$ cat src/core/aclm_cfg.svh
// Purpose: Constants for the access control entry matcher.
// Assumes: Included by its bare name from the package and core module.
// Notes:   Frame lengths exclude VLAN tags.
`ifndef ACLM_CFG_SVH
`define ACLM_CFG_SVH

// Shutdown applies only below this frame length
`define ACLM_SHUT_MAX_LEN   16'h05EE
// Field widths
`define ACLM_MAC_W          48
`define ACLM_LEN_W          16
`define ACLM_PORT_IDX_W     5
// Group bit in the first transmitted octet of a MAC address
`define ACLM_MAC_GROUP_BIT  40
`define ACLM_MAC_BCAST      48'hFFFF_FFFF_FFFF
// Reset values
`define ACLM_CNT_RST        1'b0
`define ACLM_PORT_DOWN_RST  1'b0

`endif

$ cat src/core/aclm_pkg.sv
// Purpose: Types for the access control entry matcher.
// Assumes: aclm_cfg.svh supplies the widths.
// Notes:   Frame class and entry frame type share one encoding.
`include "aclm_cfg.svh"

package aclm_pkg;

    // Frame class; ANY only has meaning on the entry side
    typedef enum logic [2:0] {
        ACLM_FT_ANY     = 3'b000,
        ACLM_FT_ETHTYPE = 3'b001,
        ACLM_FT_ARP     = 3'b010,
        ACLM_FT_IPV4    = 3'b011,
        ACLM_FT_IPV6    = 3'b100
    } aclm_ftype_t;

    typedef enum logic [0:0] {
        ACLM_SRC_ANY      = 1'b0,
        ACLM_SRC_SPECIFIC = 1'b1
    } aclm_src_mode_t;

    typedef enum logic [2:0] {
        ACLM_DST_ANY       = 3'b000,
        ACLM_DST_MULTICAST = 3'b001,
        ACLM_DST_BROADCAST = 3'b010,
        ACLM_DST_UNICAST   = 3'b011,
        ACLM_DST_SPECIFIC  = 3'b100
    } aclm_dst_mode_t;

    // One frame header as seen by the matcher
    typedef struct packed {
        logic                          valid;
        logic [`ACLM_PORT_IDX_W-1:0]   port;
        aclm_ftype_t                   ftype;
        logic [`ACLM_LEN_W-1:0]        len;
        logic [`ACLM_MAC_W-1:0]        src_mac;
        logic [`ACLM_MAC_W-1:0]        dst_mac;
    } aclm_frame_t;

    // Entry configuration from management software
    typedef struct packed {
        logic                          shut_en;
        aclm_ftype_t                   ftype;
        aclm_src_mode_t                src_mode;
        logic [`ACLM_MAC_W-1:0]        src_mac;
        aclm_dst_mode_t                dst_mode;
        logic [`ACLM_MAC_W-1:0]        dst_mac;
    } aclm_entry_t;

endpackage

$ cat src/core/aclm_entry_match.sv
// Purpose: Match ingress frame headers against one access control entry.
// Assumes: Frame and entry inputs come from logic on mclk_in.
// Notes:   Hit result, counter and port-down flags appear one edge after the frame.
`timescale 1ns/1ps

`include "aclm_cfg.svh"

module aclm_entry_match
    import aclm_pkg::*;
#(
    parameter int NUM_PORTS = 8,                        // Ingress ports served
    parameter int CNT_W     = 32                        // Hit counter width
) (
    input  wire logic                  mclk_in,         // Core clock, 125 MHz
    input  wire logic                  rst_n_in,        // Async reset, active low
    input  wire logic                  ce_in,           // Clock enable, freezes state
    input  wire aclm_frame_t           frame_in,        // Frame header, valid for one cycle
    input  wire aclm_entry_t           entry_in,        // Entry configuration
    input  wire logic                  cnt_clr_in,      // Clear hit counter
    input  wire logic [NUM_PORTS-1:0]  port_enable_in,  // Re-enable ports, one bit each
    output logic                       hit_out,         // Match pulse
    output logic [CNT_W-1:0]           hit_count_out,   // Hit counter
    output logic [NUM_PORTS-1:0]       port_down_out    // Ports disabled by the entry
);

    // Elaboration check on what the index field can address
    if (NUM_PORTS < 1 || NUM_PORTS > (1 << `ACLM_PORT_IDX_W) || CNT_W < 1) begin : g_bad
        $error("aclm_entry_match: unsupported NUM_PORTS or CNT_W");
    end

    // Group bit decides multicast versus unicast in two places
    function automatic logic mac_is_group(input logic [`ACLM_MAC_W-1:0] mac);
        mac_is_group = mac[`ACLM_MAC_GROUP_BIT];
    endfunction

    logic                  hit_reg;
    logic [CNT_W-1:0]      cnt_reg;
    logic [CNT_W-1:0]      cnt_next;
    logic [NUM_PORTS-1:0]  down_reg;
    logic [NUM_PORTS-1:0]  shut_now;
    logic                  type_ok;
    logic                  src_applies;
    logic                  src_ok;
    logic                  dst_ok;
    logic                  match_now;
    logic                  hit_now;
    logic                  short_frame;
    logic                  is_bcast;

    // Frame type condition; entry type Any accepts every class
    assign type_ok = (entry_in.ftype == ACLM_FT_ANY) || (entry_in.ftype == frame_in.ftype);

    // Source filter has no effect for other entry types
    assign src_applies = (entry_in.ftype == ACLM_FT_ETHTYPE) ||
                         (entry_in.ftype == ACLM_FT_ARP);

    // Source condition
    always_comb begin
        src_ok = 1'b1;
        if (src_applies && entry_in.src_mode == ACLM_SRC_SPECIFIC) begin
            src_ok = (frame_in.src_mac == entry_in.src_mac);
        end
    end

    assign is_bcast = (frame_in.dst_mac == `ACLM_MAC_BCAST);

    // Destination condition; broadcast is kept out of the multicast class
    always_comb begin
        case (entry_in.dst_mode)
            ACLM_DST_ANY: begin
                dst_ok = 1'b1;
            end
            ACLM_DST_MULTICAST: begin
                dst_ok = mac_is_group(frame_in.dst_mac) && !is_bcast;
            end
            ACLM_DST_BROADCAST: begin
                dst_ok = is_bcast;
            end
            ACLM_DST_UNICAST: begin
                dst_ok = !mac_is_group(frame_in.dst_mac);
            end
            ACLM_DST_SPECIFIC: begin
                dst_ok = (frame_in.dst_mac == entry_in.dst_mac);
            end
            default: begin
                dst_ok = 1'b0;
            end
        endcase
    end

    // All conditions on the same header
    assign match_now   = type_ok && src_ok && dst_ok;
    assign hit_now     = frame_in.valid && match_now;
    assign short_frame = (frame_in.len < `ACLM_SHUT_MAX_LEN);

    // Hit pulse
    always_ff @(posedge mclk_in or negedge rst_n_in) begin
        if (!rst_n_in) begin
            hit_reg <= 1'b0;
        end else if (ce_in) begin
            hit_reg <= hit_now;
        end
    end

    // Counter; a hit in the clear cycle counts as the first one after it
    always_comb begin
        cnt_next = cnt_reg;
        if (cnt_clr_in) begin
            cnt_next = {CNT_W{1'b0}};
        end
        if (hit_now) begin
            cnt_next = cnt_next + {{(CNT_W-1){1'b0}}, 1'b1};
        end
    end

    always_ff @(posedge mclk_in or negedge rst_n_in) begin
        if (!rst_n_in) begin
            cnt_reg <= {CNT_W{`ACLM_CNT_RST}};
        end else if (ce_in) begin
            cnt_reg <= cnt_next;
        end
    end

    // Per-port shutdown flags; a new shutdown beats a re-enable in the same cycle
    generate
        for (genvar p = 0; p < NUM_PORTS; p++) begin : g_port
            assign shut_now[p] = hit_now && entry_in.shut_en && short_frame &&
                                 (frame_in.port == `ACLM_PORT_IDX_W'(p));

            always_ff @(posedge mclk_in or negedge rst_n_in) begin
                if (!rst_n_in) begin
                    down_reg[p] <= `ACLM_PORT_DOWN_RST;
                end else if (ce_in) begin
                    if (shut_now[p]) begin
                        down_reg[p] <= 1'b1;
                    end else if (port_enable_in[p]) begin
                        down_reg[p] <= 1'b0;
                    end
                end
            end
        end
    endgenerate

    assign hit_out       = hit_reg;
    assign hit_count_out = cnt_reg;
    assign port_down_out = down_reg;
endmodule

$ cat config.mk
export PLATFORM = sky130hd
export DESIGN_NAME = aclm_entry_match
export DESIGN_NICKNAME = d
export VERILOG_FILES = /design/src/core/aclm_pkg.sv /design/src/core/aclm_entry_match.sv
export VERILOG_INCLUDE_DIRS = /design/src /design/src/core
export SDC_FILE = /design/constraint.sdc
export NUM_CORES = 1
export LEC_CHECK = 0
export BUFFER_PORTS_ARGS = -buffer_cell sky130_fd_sc_hd__clkbuf_2
export CELL_PAD_IN_SITES_DETAIL_PLACEMENT = 1
export CELL_PAD_IN_SITES_GLOBAL_PLACEMENT = 1
export CORE_MARGIN = 1
export CORE_UTILIZATION = 30
export CTS_CLUSTER_SIZE = 40
export DETAILED_ROUTE_END_ITERATION = 16
export GPL_TIMING_DRIVEN = 0
export PLACE_DENSITY = 0.95
export SLEW_MARGIN = 0
export SYNTH_ARGS = -nofsm -noshare
export SYNTH_HDL_FRONTEND = slang
export SYNTH_SLANG_ARGS = --single-unit
$ cat constraint.sdc
create_clock -name mclk_in -period 3.45 [get_ports mclk_in]
set_input_delay 0.345 -clock mclk_in [delete_from_list [all_inputs] [get_ports mclk_in]]
set_output_delay 0.345 -clock mclk_in [all_outputs]
set_load 0.05 [all_outputs]
==> flow_summary.toml, run 1 <==
[placement]
hpwlAfterDp_um = 14830
gp_congestion = 0.9812
pre_cts_ws_ns = 0.3786
io_buffers = 274

[clocking]
cts_resized = 0
hold_buffers = 0
clock_latency_ns = 0.29
cts.clk_slew.worst_paths_ns = 0.07
htree_levels = 2
cts_root_buffer = "clkbuf_16"
numClockSinks = 41
postCtsSetupBuffers = 0
cts_tree = "built"
clock_path_buffers = 2
cts_made_buffers = 5

[cells_and_area]
finalNetCount = 975
antenna_cells = 0
drive_gt1_frac = 0.3970
area_growth_pct = 46.59

[synthesis]
async_reset_ff_frac = 1.000
synth_edf_count = 0
synth_top_area_cell = "dfrtp_1"
synth_area_leaders = "dfrtp_1 (27%), xor2_1 (21%), nand4_1 (6.2%)"
synth_fp_nets = 694
synthAdderAreaFrac = 0.003344
ys_seq_area_frac = 0.2742
synth_top_family_by_area = "simple AND/OR/NAND/NOR gates"
synth_warnings = 0
synthMuxAreaShare = 0.008027
synth_top_area_share = 0.2742
synthSimpleGateAreaFrac = 0.3100
synth.avg_cell_area_um2 = 8.204
ys_types = 56
synth_flop_cell = "dfrtp_1"
synth_xor_area_frac = 0.2599
synthCells = 456
synth_seq_cells = 41
synth_compound_area_frac = 0.1184
synth_area_um2 = 3741

[grt]
grtUsageTotal = 0.2759
first_global_vias = 5139
grt_max_degree = 42
grt_pass1_wl_um = 27360
antenna_found_initial = 0
grt-ovfl-total = 0

[sta]
fmax_ghz = 0.3549
finalHoldViolations = 0
finalSetupViolCount = 0
slew_headroom = 0.2558
period_minus_slack_ns = 2.817
worstMarginPinSlew_ns = 1.116
tns_ns = 0
grt_setup_unrepaired = "no"
skew_ns = 0.009578
layout_setup_ws_ns = 0.6326
min_period_over_period = 0.8166
slew_viol_final = 0

[power]
p_int_uw = 983.0
irDropWorstVdd_mv = 0.2255
power.switching_uw = 447.3
power_frac_clock = 0.359
p_sw_frac = 0.3127
pwr-share-seq = 0.349
leakage_uw = 0.002698
total_power_uw = 1430
p_comb_frac = 0.292
p_per_area_nw_per_um2 = 260.8

[critical_path]
crit_required_ns = 3.61
cp-start-kind = "input port"
worstPathCellList = "clkbuf_2, clkbuf_1, nor2b_1, ha_1, nand2_1, nor3_1, and3_1, and2_0, o21ai_0, or3b_1"
critPathKind = "in2reg"
crit_buf_inv = 2
cpLargestDelayFamily = "simple AND/OR/NAND/NOR gates"
cp-end-kind = "register"
ff2ff_path_depth = 8
timing.rr.end = "hit_count_out[20]"
crit_slowest_cell = "or3b_1"
worstPathMaxFanout = 10
worstPathArrival_ns = 2.98
critPathMaxStageDelay_ns = 0.39
cp.depth = 10
reg2reg_slack_ns = 0.74
r2r-start = "hit_count_out[0]"

[status]
status = "completed"

[floorplan]
die_area_um2 = 12920
io_pins = 278
die_h_um = 113.7
core-area_um2 = 12060
initial_core_util = 0.3102
rows = 40
die_x_um = 113.7

[routing]
vias = 4850
drc = 0
ant_nets = 0
drt_iter0_drc = 306
route.met3.wl_um = 1563
wl_met1_um = 6754
drt_first_pass_iters = 4
finalWirelength_um = 17900
drt-vias-per-instance = 5.353
wl_per_cell_um = 19.76
routed.top_layer = "met4"
wl_met2_um = 8883

[min_path]
hp-class = "in2async"

[job]
max_cap_violations = 0
-- final cells by class --
cell class,count,area (um2)
multi-input combinational,393,2618
inverter,5,18.77
buffer,17,78.83
clock buffer,7,152.6
timing repair buffer,274,1371
sequential,41,1026
fill,1581,6578
tap,168,210.2
clock inverter,1,8.758
-- flip-flops by register name, summed over array words and instances (netlist names) --
register       flops
port_down_out      8
hit_count_out     32
hit_out            1
-- through the flow --
step / utilization / hold slack [ns] / area, um2 / instances
2_1_floorplan: - / 0.04941 / 3741 / 456
3_3_place_gp: 0.4413 / 0.4661 / 5323 / 898
3_5_place_dp: 0.4413 / 0.4724 / 5323 / 898
4_1_cts: 0.4547 / 0.2946 / 5484 / 906
5_1_grt: 0.4547 / 0.3210 / 5484 / 906
6_report: 0.4547 / 0.2603 / 5484 / 906
-- kinds of logic after synthesis --
kind of cell / Yosys count
adder cells (fa/ha/maj): 1
AND/OR/NAND/NOR: 214
buffers and inverters: 22
XOR/XNOR: 111
AO/OA/AOI/OAI: 64
multiplexers: 3
flip-flops: 41
-- cells in the mapped netlist (2+ instances only) --
cell	n
a211oi_1	3
a21oi_1	10
a22oi_1	2
a311o_1	2
a31oi_1	8
a41o_1	3
a41oi_1	2
and2_1	3
and3_1	11
and4_1	4
buf_2	2
clkbuf_1	12
dfrtp_1	41
inv_1	4
mux2i_1	3
nand2_1	57
nand2b_1	4
nand3_1	18
nand4_1	37
nor2_1	20
nor2b_1	8
nor3_1	10
nor3b_1	3
nor4_1	29
o211ai_1	6
o21ai_0	13
o22a_1	2
o31ai_1	2
xnor2_1	20
xor2_1	91
-- per-layer routing --
layer / up-vias / track usage
met5: - / 0
met4: 0 / 0.1298
met3: 49 / 0.06482
met2: 238 / 0.4841
met1: 2329 / 0.3161
li1: 2234 / -
-- cell usage in the layout (no fill, tap or decap), types with 11 or more instances in the layout --
cell / instances
dfrtp_1: 41
nand3_1: 18
nor2_1: 20
clkbuf_2: 275
o21ai_0: 13
and3_1: 11
nand2_1: 57
xor2_1: 91
nor4_1: 29
nand4_1: 37
xnor2_1: 20
clkbuf_1: 12
-- power groups by stage --
stage,Sequential (uW),Clock (uW),Combinational (uW)
after floorplan,530,0,150
after global placement,507,0,402
after detailed placement,507,0,414
after CTS,498,519,418
after global routing,500,544,453
final,499,514,418
-- worst register-to-register path: cells and delay by family, from the launching register on --
kind,cells,cell delay [ns]
compound gates,1,0.15
fa+ha+maj,1,0.26
flops,1,0.46
simple gates,6,1.72
-- worst max-delay path by stage --
stage	endpoint	startpoint
final	hit_count_out[20]	cnt_clr_in
after global routing	hit_count_out[20]	cnt_clr_in
after CTS	hit_count_out[20]	cnt_clr_in
after detailed placement	hit_count_out[20]	cnt_clr_in
after global placement	hit_count_out[20]	cnt_clr_in
after floorplan	hit_count_out[25]	hit_count_out[3]
No activity file was read; power rests on OpenSTA's default activity.
==> run 2: changes to the inputs <==
Settings changed: CORE_UTILIZATION 30 to 25, PLACE_DENSITY 0.95 to 0.88.
Clock period 3.45 ns to 2.5 ns, I/O delays scaled along.
==> run 2 against run 1 <==
Critical endpoint unchanged. Flip-flop and latch count unchanged. Power up 49%. Routed wire length down 4.4%. Clock skew down 0.0056 ns. Highest routed layer unchanged. Count of clock-buffer cells in the layout down 2.
==> flow_summary.toml, run 2 (synthesis results as in run 1) <==
[routing]
drt_first_pass_iters = 4
vias = 4748
drt_iter0_drc = 242
drt-vias-per-instance = 5.139
finalWirelength_um = 17110
drc = 0
wl_per_cell_um = 18.52
ant_nets = 0

[critical_path]
critPathMaxStageDelay_ns = 0.39
worstPathMaxFanout = 10
timing.rr.end = "hit_count_out[20]"
cpLargestDelayFamily = "simple AND/OR/NAND/NOR gates"
crit_slowest_cell = "or3b_1"
cp-end-kind = "register"
crit_required_ns = 2.67
worstPathCellList = "clkbuf_2, clkbuf_1, nor2b_1, ha_1, nand2_1, nor3_2, and3_2, and2_2, o21ai_0, or3b_1"
ff2ff_path_depth = 8
r2r-start = "hit_count_out[0]"
worstPathArrival_ns = 2.57
crit_buf_inv = 2
cp-start-kind = "input port"
critPathKind = "in2reg"
reg2reg_slack_ns = 0.13

[sta]
skew_ns = 0.003940
min_period_over_period = 0.9607
slew_headroom = 0.2688
slew_viol_final = 0
hold_slack_ns = 0.1577
fmax_ghz = 0.4164
finalHoldViolations = 0
period_minus_slack_ns = 2.402
finalSetupViolCount = 0
grt_setup_unrepaired = "yes"
worstMarginPinSlew_ns = 1.097

[power]
irDropWorstVdd_mv = 0.2413
leakage_uw = 0.002716
p_per_area_nw_per_um2 = 381.1

[status]
status = "completed"

[floorplan]
core-area_um2 = 14590
initial_core_util = 0.2564
die_area_um2 = 15460
die_h_um = 124.3
rows = 44
die_x_um = 124.3
io_pins = 278

[placement]
io_buffers = 274
gp_congestion = 0.9468
hpwlAfterDp_um = 14350

[clocking]
hold_buffers = 0
numClockSinks = 41
cts_root_buffer = "clkbuf_16"
cts_made_buffers = 5
clock_path_buffers = 2
clock_latency_ns = 0.29
cts.clk_slew.worst_paths_ns = 0.06
htree_levels = 2
cts_tree = "built"

[job]
max_cap_violations = 0

[cells_and_area]
final_common_cell = "clkbuf_2"
area_growth_pct = 49.33
drive_gt1_frac = 0.4141
finalNetCount = 976
largest_register_ffs = 32
layout_common_cells = "clkbuf_2 (275), xor2_1 (91), nand2_1 (57)"
utilization = 0.3829

[grt]
first_global_vias = 5079
grt-ovfl-total = 0
grtUsageTotal = 0.2191
antenna_found_initial = 1
grt_pass1_wl_um = 26950
grt_max_degree = 42

[min_path]
hp-class = "in2async"
-- run 2: cell count changes in the layout (fill, tap and decap cells not counted), sizes merged --
cell / previous run / this run
diode: 0 / 1
clkbuf: 294 / 292
bufinv: 0 / 2
buf: 4 / 5
-- run 2: area by class of cell --
| cell class | count | area, um2 |
|---|---|---|
| antenna | 1 | 2.502 |
| buffer | 16 | 77.57 |
| clock buffer | 5 | 125.1 |
| clock inverter | 3 | 68.82 |
| fill | 1832 | 9002 |
| inverter | 5 | 18.77 |
| multi-input combinational | 393 | 2646 |
| sequential | 41 | 1031 |
| tap | 184 | 230.2 |
| timing repair buffer | 276 | 1386 |
-- run 2: layer usage --
| metal | GRT usage | routed length (um) |
|---|---|---|
| met5 | 0 | 0 |
| met4 | 0.06024 | 319 |
| met3 | 0.03909 | 1138 |
| met2 | 0.4124 | 9007 |
| met1 | 0.2499 | 6642 |
-- run 2: worst max path at each step --
stage	start	to	slack [ns]	depth (start not counted)
3_3_place_gp	cnt_clr_in	hit_count_out[20]	-0.39	10
3_5_place_dp	cnt_clr_in	hit_count_out[20]	-0.47	10
2_1_floorplan	hit_count_out[0]	hit_count_out[20]	0.01	8
6_report	cnt_clr_in	hit_count_out[20]	0.1	10
4_1_cts	hit_count_out[0]	hit_count_out[20]	0.004	8
5_1_grt	cnt_clr_in	hit_count_out[20]	-0.02	10
-- run 2: repair_timing --
action / CTS / global route
gates resized for setup: 2 / 9
endpoints found under the setup margin: 3 / 30
pin swaps: 0 / 2
gates cloned: 0 / 0
setup buffers: 0 / 2
-- run 2: power by group --
group / switching (uW) / internal, uW / total [uW]
Sequential: 14.0 / 674 / 688
Clock: 298 / 576 / 875
Combinational: 310 / 256 / 566
-- run 2: through the flow --
step           instances  setup TNS (ns)  power (uW)  worst slack, ns  instance area, um2
6_report             924               0        2129          0.09833                5587
5_1_grt              924        -0.02475        2217         -0.02214                5587
4_1_cts              921               0        2137         0.003617                5542
3_5_place_dp         914          -6.497        1264          -0.4707                5346
3_3_place_gp         914          -5.109        1252          -0.3872                5346
2_1_floorplan        456               0       938.2          0.01140                3745
==> run 3: changes to the inputs <==
Settings changed: ABC_AREA set to 1, CORE_UTILIZATION 25 to 26.
==> run 3 against run 2 <==
Maximum frequency is 6.6% higher. Core utilization is 1.9 points lower. Combinational power is 8.3% higher. Sequential share of layout area is 3.4 points lower. Cell area is 22% higher. Synthesized cell count is 89% higher. Non-clock buffer count is 1 higher. Hold slack worse by 0.0080 ns. Flip-flop and latch count stayed put. Power is 3.4% lower. Largest power group unchanged.
==> flow_summary.toml, run 3 <==
[power]
p_per_area_nw_per_um2 = 302.1
irDropWorstVdd_mv = 0.1876
leakage_uw = 0.003898

[floorplan]
die_area_um2 = 19620
initial_core_util = 0.2650
rows = 50
die_h_um = 140.1
core-area_um2 = 18710
die_x_um = 140.1
io_pins = 278

[clocking]
clock_latency_ns = 0.29
postCtsSetupBuffers = 0
clock_path_buffers = 2
numClockSinks = 41
cts_tree = "built"
cts_made_buffers = 5
cts.clk_slew.worst_paths_ns = 0.07
cts_root_buffer = "clkbuf_16"
htree_levels = 2
hold_buffers = 0
cts_resized = 0

[sta]
layout_setup_ws_ns = 0.2463
fmax_ghz = 0.4437
grt_setup_unrepaired = "no"
finalSetupViolCount = 0
tns_ns = 0
slew_viol_final = 0
skew_ns = 0.009015
finalHoldViolations = 0
period_minus_slack_ns = 2.254
min_period_over_period = 0.9015
slew_headroom = 0.2687
worstMarginPinSlew_ns = 1.097

[critical_path]
worstPathMaxFanout = 5
ff2ff_path_depth = 12
critPathKind = "reg2reg"
cp-end-kind = "register"
worstPathArrival_ns = 2.43
crit_required_ns = 2.68
cp-startpoint = "hit_count_out[1]"
cp-start-kind = "register"
r2r-start = "hit_count_out[1]"

[synthesis]
synthCells = 864
synth_common_cells = "nand2_1 (325), inv_1 (145), nor2_1 (125)"
async_reset_ff_frac = 1.000
synth_area_um2 = 4957
synth_flop_cell = "dfrtp_1"
synth_fp_nets = 1102
synth_top_area_cell = "nand2_1"
synth_top_area_share = 0.2461
ys_seq_area_frac = 0.2070
ys_types = 43
synth_warnings = 0
synth.avg_cell_area_um2 = 5.738
synth_edf_count = 0
synth_area_leaders = "nand2_1 (25%), dfrtp_1 (21%), xnor2_1 (11%)"
synth_seq_cells = 41
synth_most_common_cell = "nand2_1"

[placement]
gp_congestion = 0.8704
io_buffers = 276
hpwlAfterDp_um = 17490
pre_cts_ws_ns = 0.1343
dp_cells = 1374
detailed_place.area_um2 = 6631

[grt]
grt_pass1_wl_um = 32580
first_global_vias = 6875
grt_max_degree = 42
grt-ovfl-total = 0
grtUsageTotal = 0.2070
antenna_found_initial = 0

[cells_and_area]
finalNetCount = 1385
layout_common_cells = "nand2_1 (325), clkbuf_2 (276), inv_1 (145)"
fin_cells = 1382
final_common_cell = "nand2_1"
drive_gt1_frac = 0.2936
utilization = 0.3637
area_growth_pct = 37.25
fin_area_um2 = 6804
antenna_cells = 0
largest_register_ffs = 32

[routing]
ant_nets = 0
drt_iter0_drc = 200
drt-vias-per-instance = 4.619
vias = 6384
finalWirelength_um = 19930
drc = 0
wl_per_cell_um = 14.42
drt_first_pass_iters = 4

[status]
status = "completed"

[job]
max_cap_violations = 0

[min_path]
hp-class = "in2async"
[run 3: final cells by class]
cell class	instances	area (um2)
repair buffers	276	1381
fillers	2641	11900
plain buffers	17	137.6
well taps	234	292.8
clock buffers	7	142.6
clock inverters	1	30.03
multi-input cells	654	3222
inverters	152	571.8
flip-flops and latches	41	1026
[run 3: through the flow]
step	hold WS [ns]	total power, uW
global placement	0.4679	1275
floorplan	-0.04559	969.0
CTS	0.1988	2083
detailed placement	0.4781	1298
global route	0.2478	2179
finish	0.1497	2055
[run 3: cell families after synthesis]
group,after synthesis,synth area share
DFF,41,0.2070
and+or+nand+nor,571,0.5043
xor gates and xnor gates,64,0.1131
adders and majority gates,1,0.002524
AOI/OAI and AO/OA,18,0.03004
buffers and inverters,169,0.1431
[run 3: critical path, stage by stage (launching register included)]
cell and delay, ns:
dfrtp_1 0.43, inv_1 0.06, nor2_1 0.13, ha_1 0.22, nand4_1 0.20, nor2_4 0.19
nand4_2 0.14, nor2_4 0.16, nand3_1 0.18, nor2_1 0.18, nand4_1 0.12, nand2_1 0.08
nand2_1 0.05
[run 3: report_power, final]
group / switching [uW] / internal, uW / total [uW]
Sequential: 1.85 / 665 / 667
Combinational: 330 / 283 / 613
Clock: 276 / 500 / 776
Total: 608 / 1450 / 2060
[run 3: path summary, 6_finish.rpt]
check | end | slack, ns
worst max-delay path | hit_count_out[26] | 0.25
worst min-delay path | hit_count_out[7] | 0.15
worst max register to register | hit_count_out[26] | 0.25
worst min register to register | port_down_out[3] | 0.49
max in group asynchronous | port_down_out[1] | 1.67
min in group mclk_in | port_down_out[6] | 0.22
[run 3: routing by layer]
metal  track usage  wire (um)  vias to the layer above  part of all wire
met3       0.04376       1327                       33             0.067
met4       0.05205        408                        0             0.020
met2        0.3855      10060                      203              0.50
li1              -          -                     3212                 -
met1        0.2383       8126                     2936              0.41
met5             0          0                        -                 0
